## src/core/slio_pkg.sv

```systemverilog
// package for the supply logic i/o and fault pin block
// assumes a 40 MHz system clock and an apb register port
package slio_pkg;
	// ==========================================================
	// register byte offsets
	// flag select words are kept by word index; the byte address is four times the index
	localparam logic [7:0] SLIO_FLAG_SEL_LO_IDX = 8'h1a;
	localparam logic [7:0] SLIO_FLAG_SEL_HI_IDX = 8'h1b;
	localparam logic [7:0] SLIO_FLAG_SEL_LO_OFF = SLIO_FLAG_SEL_LO_IDX * 8'h04; // crowbar flag select, low
	localparam logic [7:0] SLIO_FLAG_SEL_HI_OFF = SLIO_FLAG_SEL_HI_IDX * 8'h04; // crowbar flag select, high
	localparam logic [7:0] SLIO_PIN_CFG_OFF     = 8'h00; // pin function and polarity
	localparam logic [7:0] SLIO_THR_CFG_OFF     = 8'h04; // comparator thresholds
	localparam logic [7:0] SLIO_CTRL_OFF        = 8'h08; // processor written control
	localparam logic [7:0] SLIO_STATUS_OFF      = 8'h0c; // comparator and output status
	localparam logic [7:0] SLIO_MON_CFG_OFF     = 8'h10; // monitor protect mode and sense
	// ==========================================================
	// pin configuration field positions
	localparam int SLIO_CFG_GATE_INV   = 0;
	localparam int SLIO_CFG_CB_LATCH   = 1;
	localparam int SLIO_CFG_CB_PCH     = 2;
	localparam int SLIO_CFG_CB_INV     = 3;
	localparam int SLIO_CFG_CB_ALERT   = 4;
	localparam int SLIO_CFG_MONITOR_INPUT_1_SEL   = 5;
	localparam int SLIO_CFG_MONITOR_INPUT_2_SEL   = 6;
	localparam int SLIO_CFG_PEN_LOW    = 7;
	localparam int SLIO_CFG_SON_LOW    = 8;
	localparam int SLIO_CFG_MONITOR_INPUT_3_SEL   = 9;
	localparam int SLIO_CFG_MONITOR_INPUT_4_SEL   = 10;
	localparam int SLIO_CFG_AC_SRC2    = 11;
	localparam int SLIO_CFG_AC_PCH     = 12;
	localparam int SLIO_CFG_AC_INV     = 13;
	localparam int SLIO_CFG_REF_LO     = 14; // 2-bit field, see ref modes
	localparam int SLIO_CFG_OTP_LATCH  = 16;
	localparam int SLIO_CFG_LINK_MODE  = 17;
	localparam int SLIO_CFG_SON_BREAK  = 18;
	localparam int SLIO_CFG_LOCK       = 19;
	localparam int SLIO_CFG_W          = 20;
	// reference pin modes
	localparam logic [1:0] SLIO_REF_OUT  = 2'h0;
	localparam logic [1:0] SLIO_REF_ACOK = 2'h1;
	localparam logic [1:0] SLIO_REF_MONITOR_INPUT_5 = 2'h2;
	// fault flag bit positions, fourteen flags
	localparam int SLIO_FLAG_W = 14;
	// reset values
	localparam logic [SLIO_CFG_W-1:0] SLIO_CFG_RST = 20'h00000;
	localparam logic [3:0] SLIO_ON_THR_RST  = 4'h0; // 20 mV code
	localparam logic [3:0] SLIO_OFF_THR_RST = 4'h0; // 100 mV code
	// ==========================================================
	// timing: delay counters are three bits, one tick per prescaled period
	localparam int SLIO_CLK_MHZ     = 40;
	localparam int SLIO_TICK_NS     = 200;
	localparam int SLIO_TICK_CYC    = (SLIO_TICK_NS * SLIO_CLK_MHZ) / 1000;
	localparam logic [2:0] SLIO_ON_DLY_TICKS = 3'h4;
	localparam logic [2:0] SLIO_RESTART_TICKS = 3'h7;
endpackage

```

## src/core/slio_core.sv

```systemverilog
// logic i/o, oring gate control and fault pins of the supply manager
// assumes synchronous comparator results and an apb master on the system clock
//
// The address map and the APB slave port were left to the implementer.
`timescale 1ns/1ps
`default_nettype none

// ==========================================================
// Operation
// - gate on only when voltage near zero
// - reverse voltage past threshold turns gate off
// - inverted gate: off falls, on rises
// - delays from small three bit counters
// - unused pins become monitor comparators
// - comparator status readable, control bits writable
// - crowbar on selected flags, 1ah and 1bh
// - crowbar latching or following
// - crowbar n or p drain, true or inverted
// - crowbar pin alternatively alert output
// - monitor one selected forces sense one true
// - monitor two selected forces sense two true
// - converter enable with selectable level
// - supply on from pin or bus, gated by link
// - monitor three selected clears supply on
// - output good only while outputs in tolerance
// - line good follows chosen sense source
// - line good n or p drain, polarity
// - overtemperature latches off or auto restarts
// - reference pin: reference, line good, monitor
// - slave only; link lines when unused
// - default gate rests high until start conditions
module slio_core (
	input  wire logic        clock,
	input  wire logic        sys_rst,
	input  wire logic        psel,
	input  wire logic        penable,
	input  wire logic        pwrite,
	input  wire logic [7:0]  paddr,
	input  wire logic [31:0] pwdata,
	output logic             pready,
	output logic [31:0]      prdata,
	output logic             pslverr,
	input  wire logic        near_zero_cmp,
	input  wire logic        reverse_cmp,
	input  wire logic        line_sense_1,
	input  wire logic        line_sense_2,
	input  wire logic        supply_on_request,
	input  wire logic        dc_in_tolerance,
	input  wire logic        ov_fault,
	input  wire logic        uv_fault,
	input  wire logic        oc_fault,
	input  wire logic        monitor_input_1,
	input  wire logic        monitor_input_2,
	input  wire logic        monitor_input_3,
	input  wire logic        monitor_input_4,
	input  wire logic        monitor_input_5,
	input  wire logic        supply_on_share_line_in,
	output logic             supply_on_share_line_out,
	output logic             supply_on_share_line_oe,
	input  wire logic        line_good_share_line_in,
	output logic             line_good_share_line_out,
	output logic             line_good_share_line_oe,
	output logic             gate_drive_out,
	output logic             gate_drive_oe,
	output logic             crowbar_drive_out,
	output logic             crowbar_drive_oe,
	output logic             converter_enable_out,
	output logic             output_power_good,
	output logic             output_power_good_oe,
	output logic             line_power_good,
	output logic             line_power_good_oe,
	output logic             ref_enable_out,
	output logic [3:0]       on_thr_code,
	output logic [3:0]       off_thr_code
);
	import slio_pkg::*;

	typedef struct packed {
		logic [SLIO_CFG_W-1:0]  cfg;
		logic [3:0]             on_thr;
		logic [3:0]             off_thr;
		logic [SLIO_FLAG_W-1:0] flag_sel;
		logic [4:0]             mon_ovp;    // 1 = overvoltage, 0 = undervoltage
		logic [4:0]             mon_pos;    // 1 = positive going sense
		logic                   sw_fault;
		logic                   sw_son;
		logic                   sw_line_ok;
		logic                   cb_latched;
		logic                   otp_latched;
		logic                   gate_on;
		logic                   power_on;
		logic [7:0]             prescale;
		logic [2:0]             dly_cnt;
		logic [2:0]             rst_cnt;
		logic                   gate_q;
		logic                   gate_oe_q;
		logic                   cb_q;
		logic                   cb_oe_q;
		logic                   pen_q;
		logic                   dcg_q;
		logic                   dcg_oe_q;
		logic                   acg_q;
		logic                   acg_oe_q;
		logic                   son_link_q;
		logic                   acg_link_q;
		logic [31:0]            rdata;
	} slio_state_t;

	slio_state_t st_reg;
	slio_state_t st_next;

	// open drain pin: n channel pulls low while inactive, p channel drives high while active
	function automatic logic [1:0] od_pin(input logic act, input logic pch, input logic inv);
		logic lvl;
		lvl = act ^ inv;
		od_pin = pch ? {1'b1, lvl} : {1'b0, ~lvl};
	endfunction

	// monitor comparator qualified by sense direction; protect type is applied in the flag vector
	function automatic logic mon_fault(input logic raw, input logic pos);
		mon_fault = pos ? raw : ~raw;
	endfunction

	logic                   acc;
	logic                   tick;
	logic                   sense1;
	logic                   sense2;
	logic                   son_req;
	logic                   line_ok;
	logic [4:0]             mon_flt;
	logic                   otp_now;
	logic [SLIO_FLAG_W-1:0] flags;
	logic                   cb_act;
	logic [1:0]             pin2;

	// ==========================================================
	// next state
	always_comb begin
		st_next = st_reg;
		acc     = psel && penable;
		tick    = (st_reg.prescale == 8'(SLIO_TICK_CYC - 1));
		st_next.prescale = tick ? 8'h00 : st_reg.prescale + 8'h01;

		// monitors with their own sense direction
		mon_flt[0] = mon_fault(monitor_input_1, st_reg.mon_pos[0]) & st_reg.cfg[SLIO_CFG_MONITOR_INPUT_1_SEL];
		mon_flt[1] = mon_fault(monitor_input_2, st_reg.mon_pos[1]) & st_reg.cfg[SLIO_CFG_MONITOR_INPUT_2_SEL];
		mon_flt[2] = mon_fault(monitor_input_3, st_reg.mon_pos[2]) & st_reg.cfg[SLIO_CFG_MONITOR_INPUT_3_SEL];
		mon_flt[3] = mon_fault(monitor_input_4, st_reg.mon_pos[3]) & st_reg.cfg[SLIO_CFG_MONITOR_INPUT_4_SEL];
		mon_flt[4] = mon_fault(monitor_input_5, st_reg.mon_pos[4])
		             & (st_reg.cfg[SLIO_CFG_REF_LO +: 2] == SLIO_REF_MONITOR_INPUT_5);
		otp_now = mon_flt[4];

		// forced line sense results when pins serve as monitors
		sense1 = st_reg.cfg[SLIO_CFG_MONITOR_INPUT_1_SEL] ? 1'b1 : line_sense_1;
		sense2 = st_reg.cfg[SLIO_CFG_MONITOR_INPUT_2_SEL] ? 1'b1 : line_sense_2;
		line_ok = st_reg.cfg[SLIO_CFG_AC_SRC2] ? sense2 : sense1;
		if (st_reg.cfg[SLIO_CFG_LINK_MODE]) begin
			line_ok = line_ok & line_good_share_line_in;
		end

		// supply on: pin, or bus write when path broken, gated by share line
		if (st_reg.cfg[SLIO_CFG_MONITOR_INPUT_3_SEL]) begin
			son_req = 1'b0;
		end else if (st_reg.cfg[SLIO_CFG_SON_BREAK]) begin
			son_req = st_reg.sw_son;
		end else begin
			son_req = supply_on_request ^ st_reg.cfg[SLIO_CFG_SON_LOW];
		end
		if (st_reg.cfg[SLIO_CFG_LINK_MODE]) begin
			son_req = son_req & supply_on_share_line_in;
		end

		// fault flag vector, selectable into the crowbar
		flags = {1'b0, st_reg.sw_fault, mon_flt[3:0] & st_reg.mon_ovp[3:0], mon_flt[3:0] & ~st_reg.mon_ovp[3:0],
		         st_reg.otp_latched | otp_now, oc_fault, uv_fault, ov_fault};
		cb_act = |(flags & st_reg.flag_sel);
		if (st_reg.cfg[SLIO_CFG_CB_LATCH]) begin
			st_next.cb_latched = st_reg.cb_latched | cb_act;
		end else begin
			st_next.cb_latched = 1'b0;
		end

		// overtemperature latch or auto restart
		if (otp_now && st_reg.cfg[SLIO_CFG_OTP_LATCH]) begin
			st_next.otp_latched = 1'b1;
		end
		st_next.power_on = son_req && !st_reg.otp_latched && !otp_now && !st_reg.cb_latched && !cb_act;
		if (otp_now) begin
			st_next.rst_cnt = 3'h0;
		end else if (tick && st_reg.rst_cnt != SLIO_RESTART_TICKS) begin
			st_next.rst_cnt = st_reg.rst_cnt + 3'h1;
		end
		if (st_reg.rst_cnt != SLIO_RESTART_TICKS && !st_reg.cfg[SLIO_CFG_OTP_LATCH]) begin
			st_next.power_on = 1'b0;
		end

		// oring gate: reverse voltage wins at once, turn on after settle delay
		if (!st_reg.power_on || reverse_cmp) begin
			st_next.gate_on = 1'b0;
			st_next.dly_cnt = 3'h0;
		end else if (!st_reg.gate_on) begin
			if (!near_zero_cmp) begin
				st_next.dly_cnt = 3'h0;
			end else if (tick && st_reg.dly_cnt != SLIO_ON_DLY_TICKS) begin
				st_next.dly_cnt = st_reg.dly_cnt + 3'h1;
			end
			if (st_reg.dly_cnt == SLIO_ON_DLY_TICKS && near_zero_cmp) begin
				st_next.gate_on = 1'b1;
			end
		end

		// pin drivers, all registered
		st_next.gate_q    = st_reg.gate_on ^ ~st_reg.cfg[SLIO_CFG_GATE_INV];
		st_next.gate_oe_q = ~st_next.gate_q;
		pin2 = od_pin(st_reg.cb_latched | cb_act, st_reg.cfg[SLIO_CFG_CB_PCH], st_reg.cfg[SLIO_CFG_CB_INV]);
		if (st_reg.cfg[SLIO_CFG_CB_ALERT]) begin
			pin2 = {1'b0, st_reg.cb_latched | cb_act};
		end
		st_next.cb_q    = pin2[1];
		st_next.cb_oe_q = pin2[0];
		st_next.pen_q   = st_reg.power_on ^ st_reg.cfg[SLIO_CFG_PEN_LOW];
		pin2 = od_pin(st_reg.power_on & dc_in_tolerance, 1'b0, 1'b0);
		st_next.dcg_q    = pin2[1];
		st_next.dcg_oe_q = pin2[0] & ~st_reg.cfg[SLIO_CFG_MONITOR_INPUT_4_SEL];
		pin2 = od_pin(line_ok | st_reg.sw_line_ok, st_reg.cfg[SLIO_CFG_AC_PCH], st_reg.cfg[SLIO_CFG_AC_INV]);
		st_next.acg_q    = pin2[1];
		st_next.acg_oe_q = pin2[0] & (st_reg.cfg[SLIO_CFG_REF_LO +: 2] == SLIO_REF_ACOK);
		st_next.son_link_q = st_reg.cfg[SLIO_CFG_LINK_MODE] & ~st_reg.power_on;
		st_next.acg_link_q = st_reg.cfg[SLIO_CFG_LINK_MODE] & ~line_ok;

		// apb writes; pin selections lock once set
		if (acc && pwrite) begin
			unique case (paddr)
				SLIO_PIN_CFG_OFF: if (!st_reg.cfg[SLIO_CFG_LOCK]) begin
					st_next.cfg = pwdata[SLIO_CFG_W-1:0];
				end
				SLIO_THR_CFG_OFF: begin
					st_next.on_thr  = pwdata[3:0];
					st_next.off_thr = pwdata[7:4];
				end
				SLIO_CTRL_OFF: begin
					st_next.sw_fault   = pwdata[0];
					st_next.sw_son     = pwdata[1];
					st_next.sw_line_ok = pwdata[2];
					if (pwdata[3]) begin
						st_next.cb_latched  = cb_act;                  // set wins over clear
						st_next.otp_latched = otp_now & st_reg.cfg[SLIO_CFG_OTP_LATCH];
					end
				end
				SLIO_FLAG_SEL_LO_OFF: st_next.flag_sel[7:0] = pwdata[7:0];
				SLIO_FLAG_SEL_HI_OFF: st_next.flag_sel[SLIO_FLAG_W-1:8] = pwdata[SLIO_FLAG_W-9:0];
				SLIO_MON_CFG_OFF: if (!st_reg.cfg[SLIO_CFG_LOCK]) begin
					st_next.mon_ovp = pwdata[4:0];
					st_next.mon_pos = pwdata[12:8];
				end
				default: ;
			endcase
		end

		// apb read data, captured in setup so it stands at the access edge
		st_next.rdata = 32'h00000000;
		unique case (paddr)
			SLIO_PIN_CFG_OFF:     st_next.rdata = 32'(st_reg.cfg);
			SLIO_THR_CFG_OFF:     st_next.rdata = {24'h000000, st_reg.off_thr, st_reg.on_thr};
			SLIO_CTRL_OFF:        st_next.rdata = {29'h00000000, st_reg.sw_line_ok, st_reg.sw_son, st_reg.sw_fault};
			SLIO_STATUS_OFF:      st_next.rdata = {9'h000, flags, mon_flt, line_ok, son_req,
			                                       st_reg.power_on, st_reg.gate_on};
			SLIO_FLAG_SEL_LO_OFF: st_next.rdata = {24'h000000, st_reg.flag_sel[7:0]};
			SLIO_FLAG_SEL_HI_OFF: st_next.rdata = {26'h0000000, st_reg.flag_sel[SLIO_FLAG_W-1:8]};
			SLIO_MON_CFG_OFF:     st_next.rdata = {19'h00000, st_reg.mon_pos, 3'h0, st_reg.mon_ovp};
			default:              st_next.rdata = 32'h00000000;
		endcase
	end

	// ==========================================================
	// state register; gate rests off after reset
	always_ff @(posedge clock or posedge sys_rst) begin
		if (sys_rst) begin
			st_reg         <= '0;
			st_reg.cfg     <= SLIO_CFG_RST;
			st_reg.on_thr  <= SLIO_ON_THR_RST;
			st_reg.off_thr <= SLIO_OFF_THR_RST;
			st_reg.gate_q  <= 1'b1;
		end else begin
			st_reg <= st_next;
		end
	end

	// ==========================================================
	// outputs; slave answers in the first access cycle, zero wait
	assign pready                   = 1'b1;
	assign pslverr                  = 1'b0;
	assign prdata                   = st_reg.rdata;
	assign gate_drive_out           = st_reg.gate_q;
	assign gate_drive_oe            = st_reg.gate_oe_q;
	assign crowbar_drive_out        = st_reg.cb_q;
	assign crowbar_drive_oe         = st_reg.cb_oe_q;
	assign converter_enable_out     = st_reg.pen_q;
	assign output_power_good        = st_reg.dcg_q;
	assign output_power_good_oe     = st_reg.dcg_oe_q;
	assign line_power_good          = st_reg.acg_q;
	assign line_power_good_oe       = st_reg.acg_oe_q;
	assign supply_on_share_line_out = 1'b0;
	assign supply_on_share_line_oe  = st_reg.son_link_q;
	assign line_good_share_line_out = 1'b0;
	assign line_good_share_line_oe  = st_reg.acg_link_q;
	assign ref_enable_out           = (st_reg.cfg[SLIO_CFG_REF_LO +: 2] == SLIO_REF_OUT);
	assign on_thr_code              = st_reg.on_thr;
	assign off_thr_code             = st_reg.off_thr;

	// ==========================================================
	// checks
	a_reverse_gate_off: assert property (@(posedge clock) disable iff (sys_rst)
		reverse_cmp |=> !st_reg.gate_on) else $error("gate stayed on under reverse voltage");
	a_gate_needs_zero: assert property (@(posedge clock) disable iff (sys_rst)
		$rose(st_reg.gate_on) |-> $past(near_zero_cmp)) else $error("gate turned on without near zero");
	a_gate_polarity: assert property (@(posedge clock) disable iff (sys_rst)
		##1 gate_drive_out == ($past(st_reg.gate_on) ^ ~$past(st_reg.cfg[SLIO_CFG_GATE_INV])))
		else $error("gate pin polarity wrong");
	a_cb_latch_hold: assert property (@(posedge clock) disable iff (sys_rst)
		st_reg.cb_latched && st_reg.cfg[SLIO_CFG_CB_LATCH] && !(acc && pwrite && paddr == SLIO_CTRL_OFF)
		|=> st_reg.cb_latched) else $error("crowbar latch dropped");
	a_monitor_input_3_son_off: assert property (@(posedge clock) disable iff (sys_rst)
		st_reg.cfg[SLIO_CFG_MONITOR_INPUT_3_SEL] |-> ##1 !st_reg.power_on) else $error("supply on with monitor three");
	a_pen_level: assert property (@(posedge clock) disable iff (sys_rst)
		##1 converter_enable_out == ($past(st_reg.power_on) ^ $past(st_reg.cfg[SLIO_CFG_PEN_LOW])))
		else $error("converter enable level wrong");
	a_dcg_tolerance: assert property (@(posedge clock) disable iff (sys_rst)
		!dc_in_tolerance && !st_reg.cfg[SLIO_CFG_MONITOR_INPUT_4_SEL] |=> output_power_good_oe)
		else $error("output good not pulled low");
	a_on_delay: assert property (@(posedge clock) disable iff (sys_rst)
		$rose(st_reg.gate_on) |-> $past(st_reg.dly_cnt) == SLIO_ON_DLY_TICKS) else $error("on delay short");
	a_alert_pull_low: assert property (@(posedge clock) disable iff (sys_rst)
		st_reg.cfg[SLIO_CFG_CB_ALERT] && cb_act |=> crowbar_drive_oe && !crowbar_drive_out)
		else $error("alert pin not pulled low");
	a_line_good_mode: assert property (@(posedge clock) disable iff (sys_rst)
		st_reg.cfg[SLIO_CFG_REF_LO +: 2] != SLIO_REF_ACOK |=> !line_power_good_oe)
		else $error("line good driven outside its pin mode");
	c_gate_on: cover property (@(posedge clock) disable iff (sys_rst) $rose(st_reg.gate_on));
	c_reverse_trip: cover property (@(posedge clock) disable iff (sys_rst) st_reg.gate_on ##1 !st_reg.gate_on);
	c_crowbar_latch: cover property (@(posedge clock) disable iff (sys_rst) $rose(st_reg.cb_latched));
endmodule

`default_nettype wire

```

## config.mk

```make
export PLATFORM = sky130hd
export DESIGN_NAME = slio_core
export DESIGN_NICKNAME = d
export VERILOG_FILES = /design/src/core/slio_pkg.sv /design/src/core/slio_core.sv
export SDC_FILE = /design/constraint.sdc
export NUM_CORES = 1
export LEC_CHECK = 0
export ABC_AREA = 1
export BUFFER_PORTS_ARGS = -buffer_cell sky130_fd_sc_hd__buf_2
export CAP_MARGIN = 10
export CORE_ASPECT_RATIO = 0.5
export CORE_MARGIN = 3
export CORE_UTILIZATION = 58
export DETAILED_ROUTE_END_ITERATION = 10
export PLACE_DENSITY = 0.85
export SYNTH_ARGS = -nofsm -noshare
export SYNTH_HDL_FRONTEND = slang
export SYNTH_SLANG_ARGS = --single-unit
```

## constraint.sdc

```tcl
create_clock -name clock -period 6.6 [get_ports clock]
set_clock_uncertainty 0.2 [all_clocks]
set_input_delay 0.33 -clock clock [delete_from_list [all_inputs] [get_ports clock]]
set_output_delay 0.33 -clock clock [all_outputs]
set_load 0.05 [all_outputs]
```

==> metrics <==
status=finished, final reports clean; Critical Path Sink Type=flip-flop; number of nets in the layout=713; Post-CTS Setup Bufs=0; Die X=139 um; PostCTS Resize Cnt=0; Power Density=235 mW/mm^2; CTS Hold Bufs=3; CTS tree=built; most common cell after layout, fill and taps aside=nand2_1; Sw Ratio=22.1%; Die Height=72.3 um; Post-Synthesis Cell Area=0.00509 sq mm; Via Count=4215; CP Data Arrival Time=2.38 ns; Worst-Skew Late Latency=0.35 ns; Pins Over Slew Limit=0; Crit Path Class=input port to flip-flop; post-synth top area cell=dfrtp_1; RSZ-0062 raised after global routing=no; ant diodes=0; Req. time, crit path=6.64 ns; met2 Use GR=41.7%; synthesis warning total=0; GRT overflow=0; Comb power frac=6.0%; cell mode on critical path=nor2_2; most frequent cells in the layout=nand2_1, dfrtp_1, buf_2, inv_1, o21ai_1; CTS Sinks=105; fraction of layout cells with a size suffix above 1=21.2%; WL/cell=16.2 um; M3 GR Usage=6.12%; Worst Max-Slew Pin Slew=1.09 ns; clk root buf=clkbuf_16; cell count after synthesis=586; Core Area=0.00826 sq mm; VDD IR max=0.133 mV; final WL=12400 um; Worst Setup Start Kind=input port; IO Port Bufs=89; crit-path cells=buf_2 > nor2_2 > nand3_1 > nor2_2 > nand2_2 > mux2_1; Hold Path Class=input port to flip-flop; Reg clk slew, reported paths=0.07 ns; Seq/Total Area, Yosys=51.6%; top cell type's share of synthesized area=51.1%; Layout area overhead=12.1%; crit path buf inv count=1; row cnt=23; Largest register FFs=64; sw power=0.297 mW; Sequential Area=0.00263 sq mm; met1 Use GR=33.6%; drt pass-1 iters=5; largest cells by area after synthesis=dfrtp_1, nand2_1, buf_4; Post-DP HPWL=8780 um; Starting Density=61.7%; Crit-path slowest cell=nand2_2; Clock power frac=45.6%; Placed Cells=745; all-layer global routing usage=25.2%; fin crit period=2.35 ns; Yosys reg bits=105; first-pass GRT wire length=19700 um; final hold viol count=0; Multi-input gate area=0.00179 sq mm; htree depth=3; fillers=631; Final WS setup=4.25 ns; f_max=0.426 GHz; CP max FO=37; layer with the highest usage=met2; GPL Wtd Cong=0.954; # setup viols final=0; post-route ant nets=0; clock buffer depth=2; initial antenna violation count=0; setup tns final=0 ns; Leak=2.97 nW; die area=0.0100 sq mm; Worst slew margin=27.2%; vias in the first global route=3931; Vias/cell=5.52; fin util=69.1%; average size of a mapped cell=8.69 sq um; Crit path max-delay family=simple AND/OR/NAND/NOR gates; Tcrit/Tclk final=35.5%; I/O pin total=117; CP max stage delay=0.61 ns; CTS buffer count=9; Place WS=3.89 ns; sequential power share=48.4%; Int Pwr=1.05 mW; largest net degree at the start of global routing=89; initial drt markers=518; Yosys cell types=36; Layout Cells excl Fill=764; Max Cap Violations=0; DRC Markers=0
## logic make-up (layout without fill, tap and decap cells)
logic type               Yosys count  count (layout)  share of synthesized area [%]
AO/OA/AOI/OAI                    103             103                           12.3
adder cells (fa/ha/maj)            5               5                           1.23
AND/OR/NAND/NOR                  219             219                           18.6
XOR/XNOR                          10              10                           1.72
other                              2              15                          0.147
flip-flops                       105             105                           51.6
multiplexers                       1               1                          0.221
buffers and inverters            141             194                           14.2
## final timing paths
path                        startpoint         endpoint  slack (ns)  cells after the start
hold reg to reg            st_reg[108]  line_power_good        0.26                      0
setup / recovery              paddr[1]      st_reg[109]        4.25                      6
max in group asynchronous      sys_rst       st_reg[79]        4.60                      4
hold / removal              pwdata[14]      st_reg[110]        0.03                      3
min in group asynchronous      sys_rst    gate_drive_oe        0.26                      3
setup reg to reg           st_reg[102]        prdata[3]        4.55                      8
## worst reg2reg max path, cell delays in order, from the launching register on
cell and delay [ns]:
dfrtp_1 0.45, inv_1 0.11, nand2_1 0.05, o21ai_0 0.35
inv_1 0.10, o21ai_0 0.15, nor2_1 0.12, a21oi_1 0.27
nand4_1 0.13
## layout make-up
cell class	count	area share, %
clock inverter	5	1.80
timing repair buffer	93	8.46
multi-input combinational	353	31.3
tap	112	2.46
inverter	85	5.63
sequential	105	46.1
clock buffer	11	4.25
## stage by stage
stage                     hold WS [ns]  instance area [sq um]  power (mW)
after floorplan                  0.211                   5140       0.721
after detailed placement        0.0701                   5330       0.741
after global placement          0.0699                   5330       0.740
final                           0.0266                   5710        1.34
after global routing            0.0355                   5710        1.37
after CTS                       0.0148                   5710        1.34
## cells in the mapped netlist
master,instances
xnor2_1,1
o21ai_0,27
o2111ai_2,2
nor2_1,38
o32ai_2,1
conb_1,2
nand4_1,10
nor2_4,2
mux2_1,1
inv_2,8
dfstp_2,1
ha_1,5
buf_2,9
nor3_1,6
o221ai_1,2
buf_6,2
a31oi_1,2
or2_1,2
inv_1,77
o31ai_2,1
nor4_2,1
o32ai_1,1
o221ai_2,4
nor2_2,6
nand2_1,130
xor2_1,9
buf_4,45
a221oi_1,4
nand3_2,2
o22ai_1,2
o21ai_1,42
nand3_1,17
nand2_2,4
or4_1,1
dfrtp_1,104
a21oi_1,15
## power groups by stage
stage | registers [mW] | logic (mW) | clock network, mW
floorplan | 0.665 | 0.0565 | 0
finish | 0.650 | 0.0804 | 0.613
CTS | 0.650 | 0.0806 | 0.612
detailed placement | 0.662 | 0.0788 | 0
global placement | 0.662 | 0.0773 | 0
global route | 0.651 | 0.0878 | 0.633
## routing by layer
layer	up-vias	wire, um
met5	-	0
met4	0	332
met3	35	1350
met2	239	5690
met1	1998	5030
li1	1943	-
(Power assumes the default switching activity.)
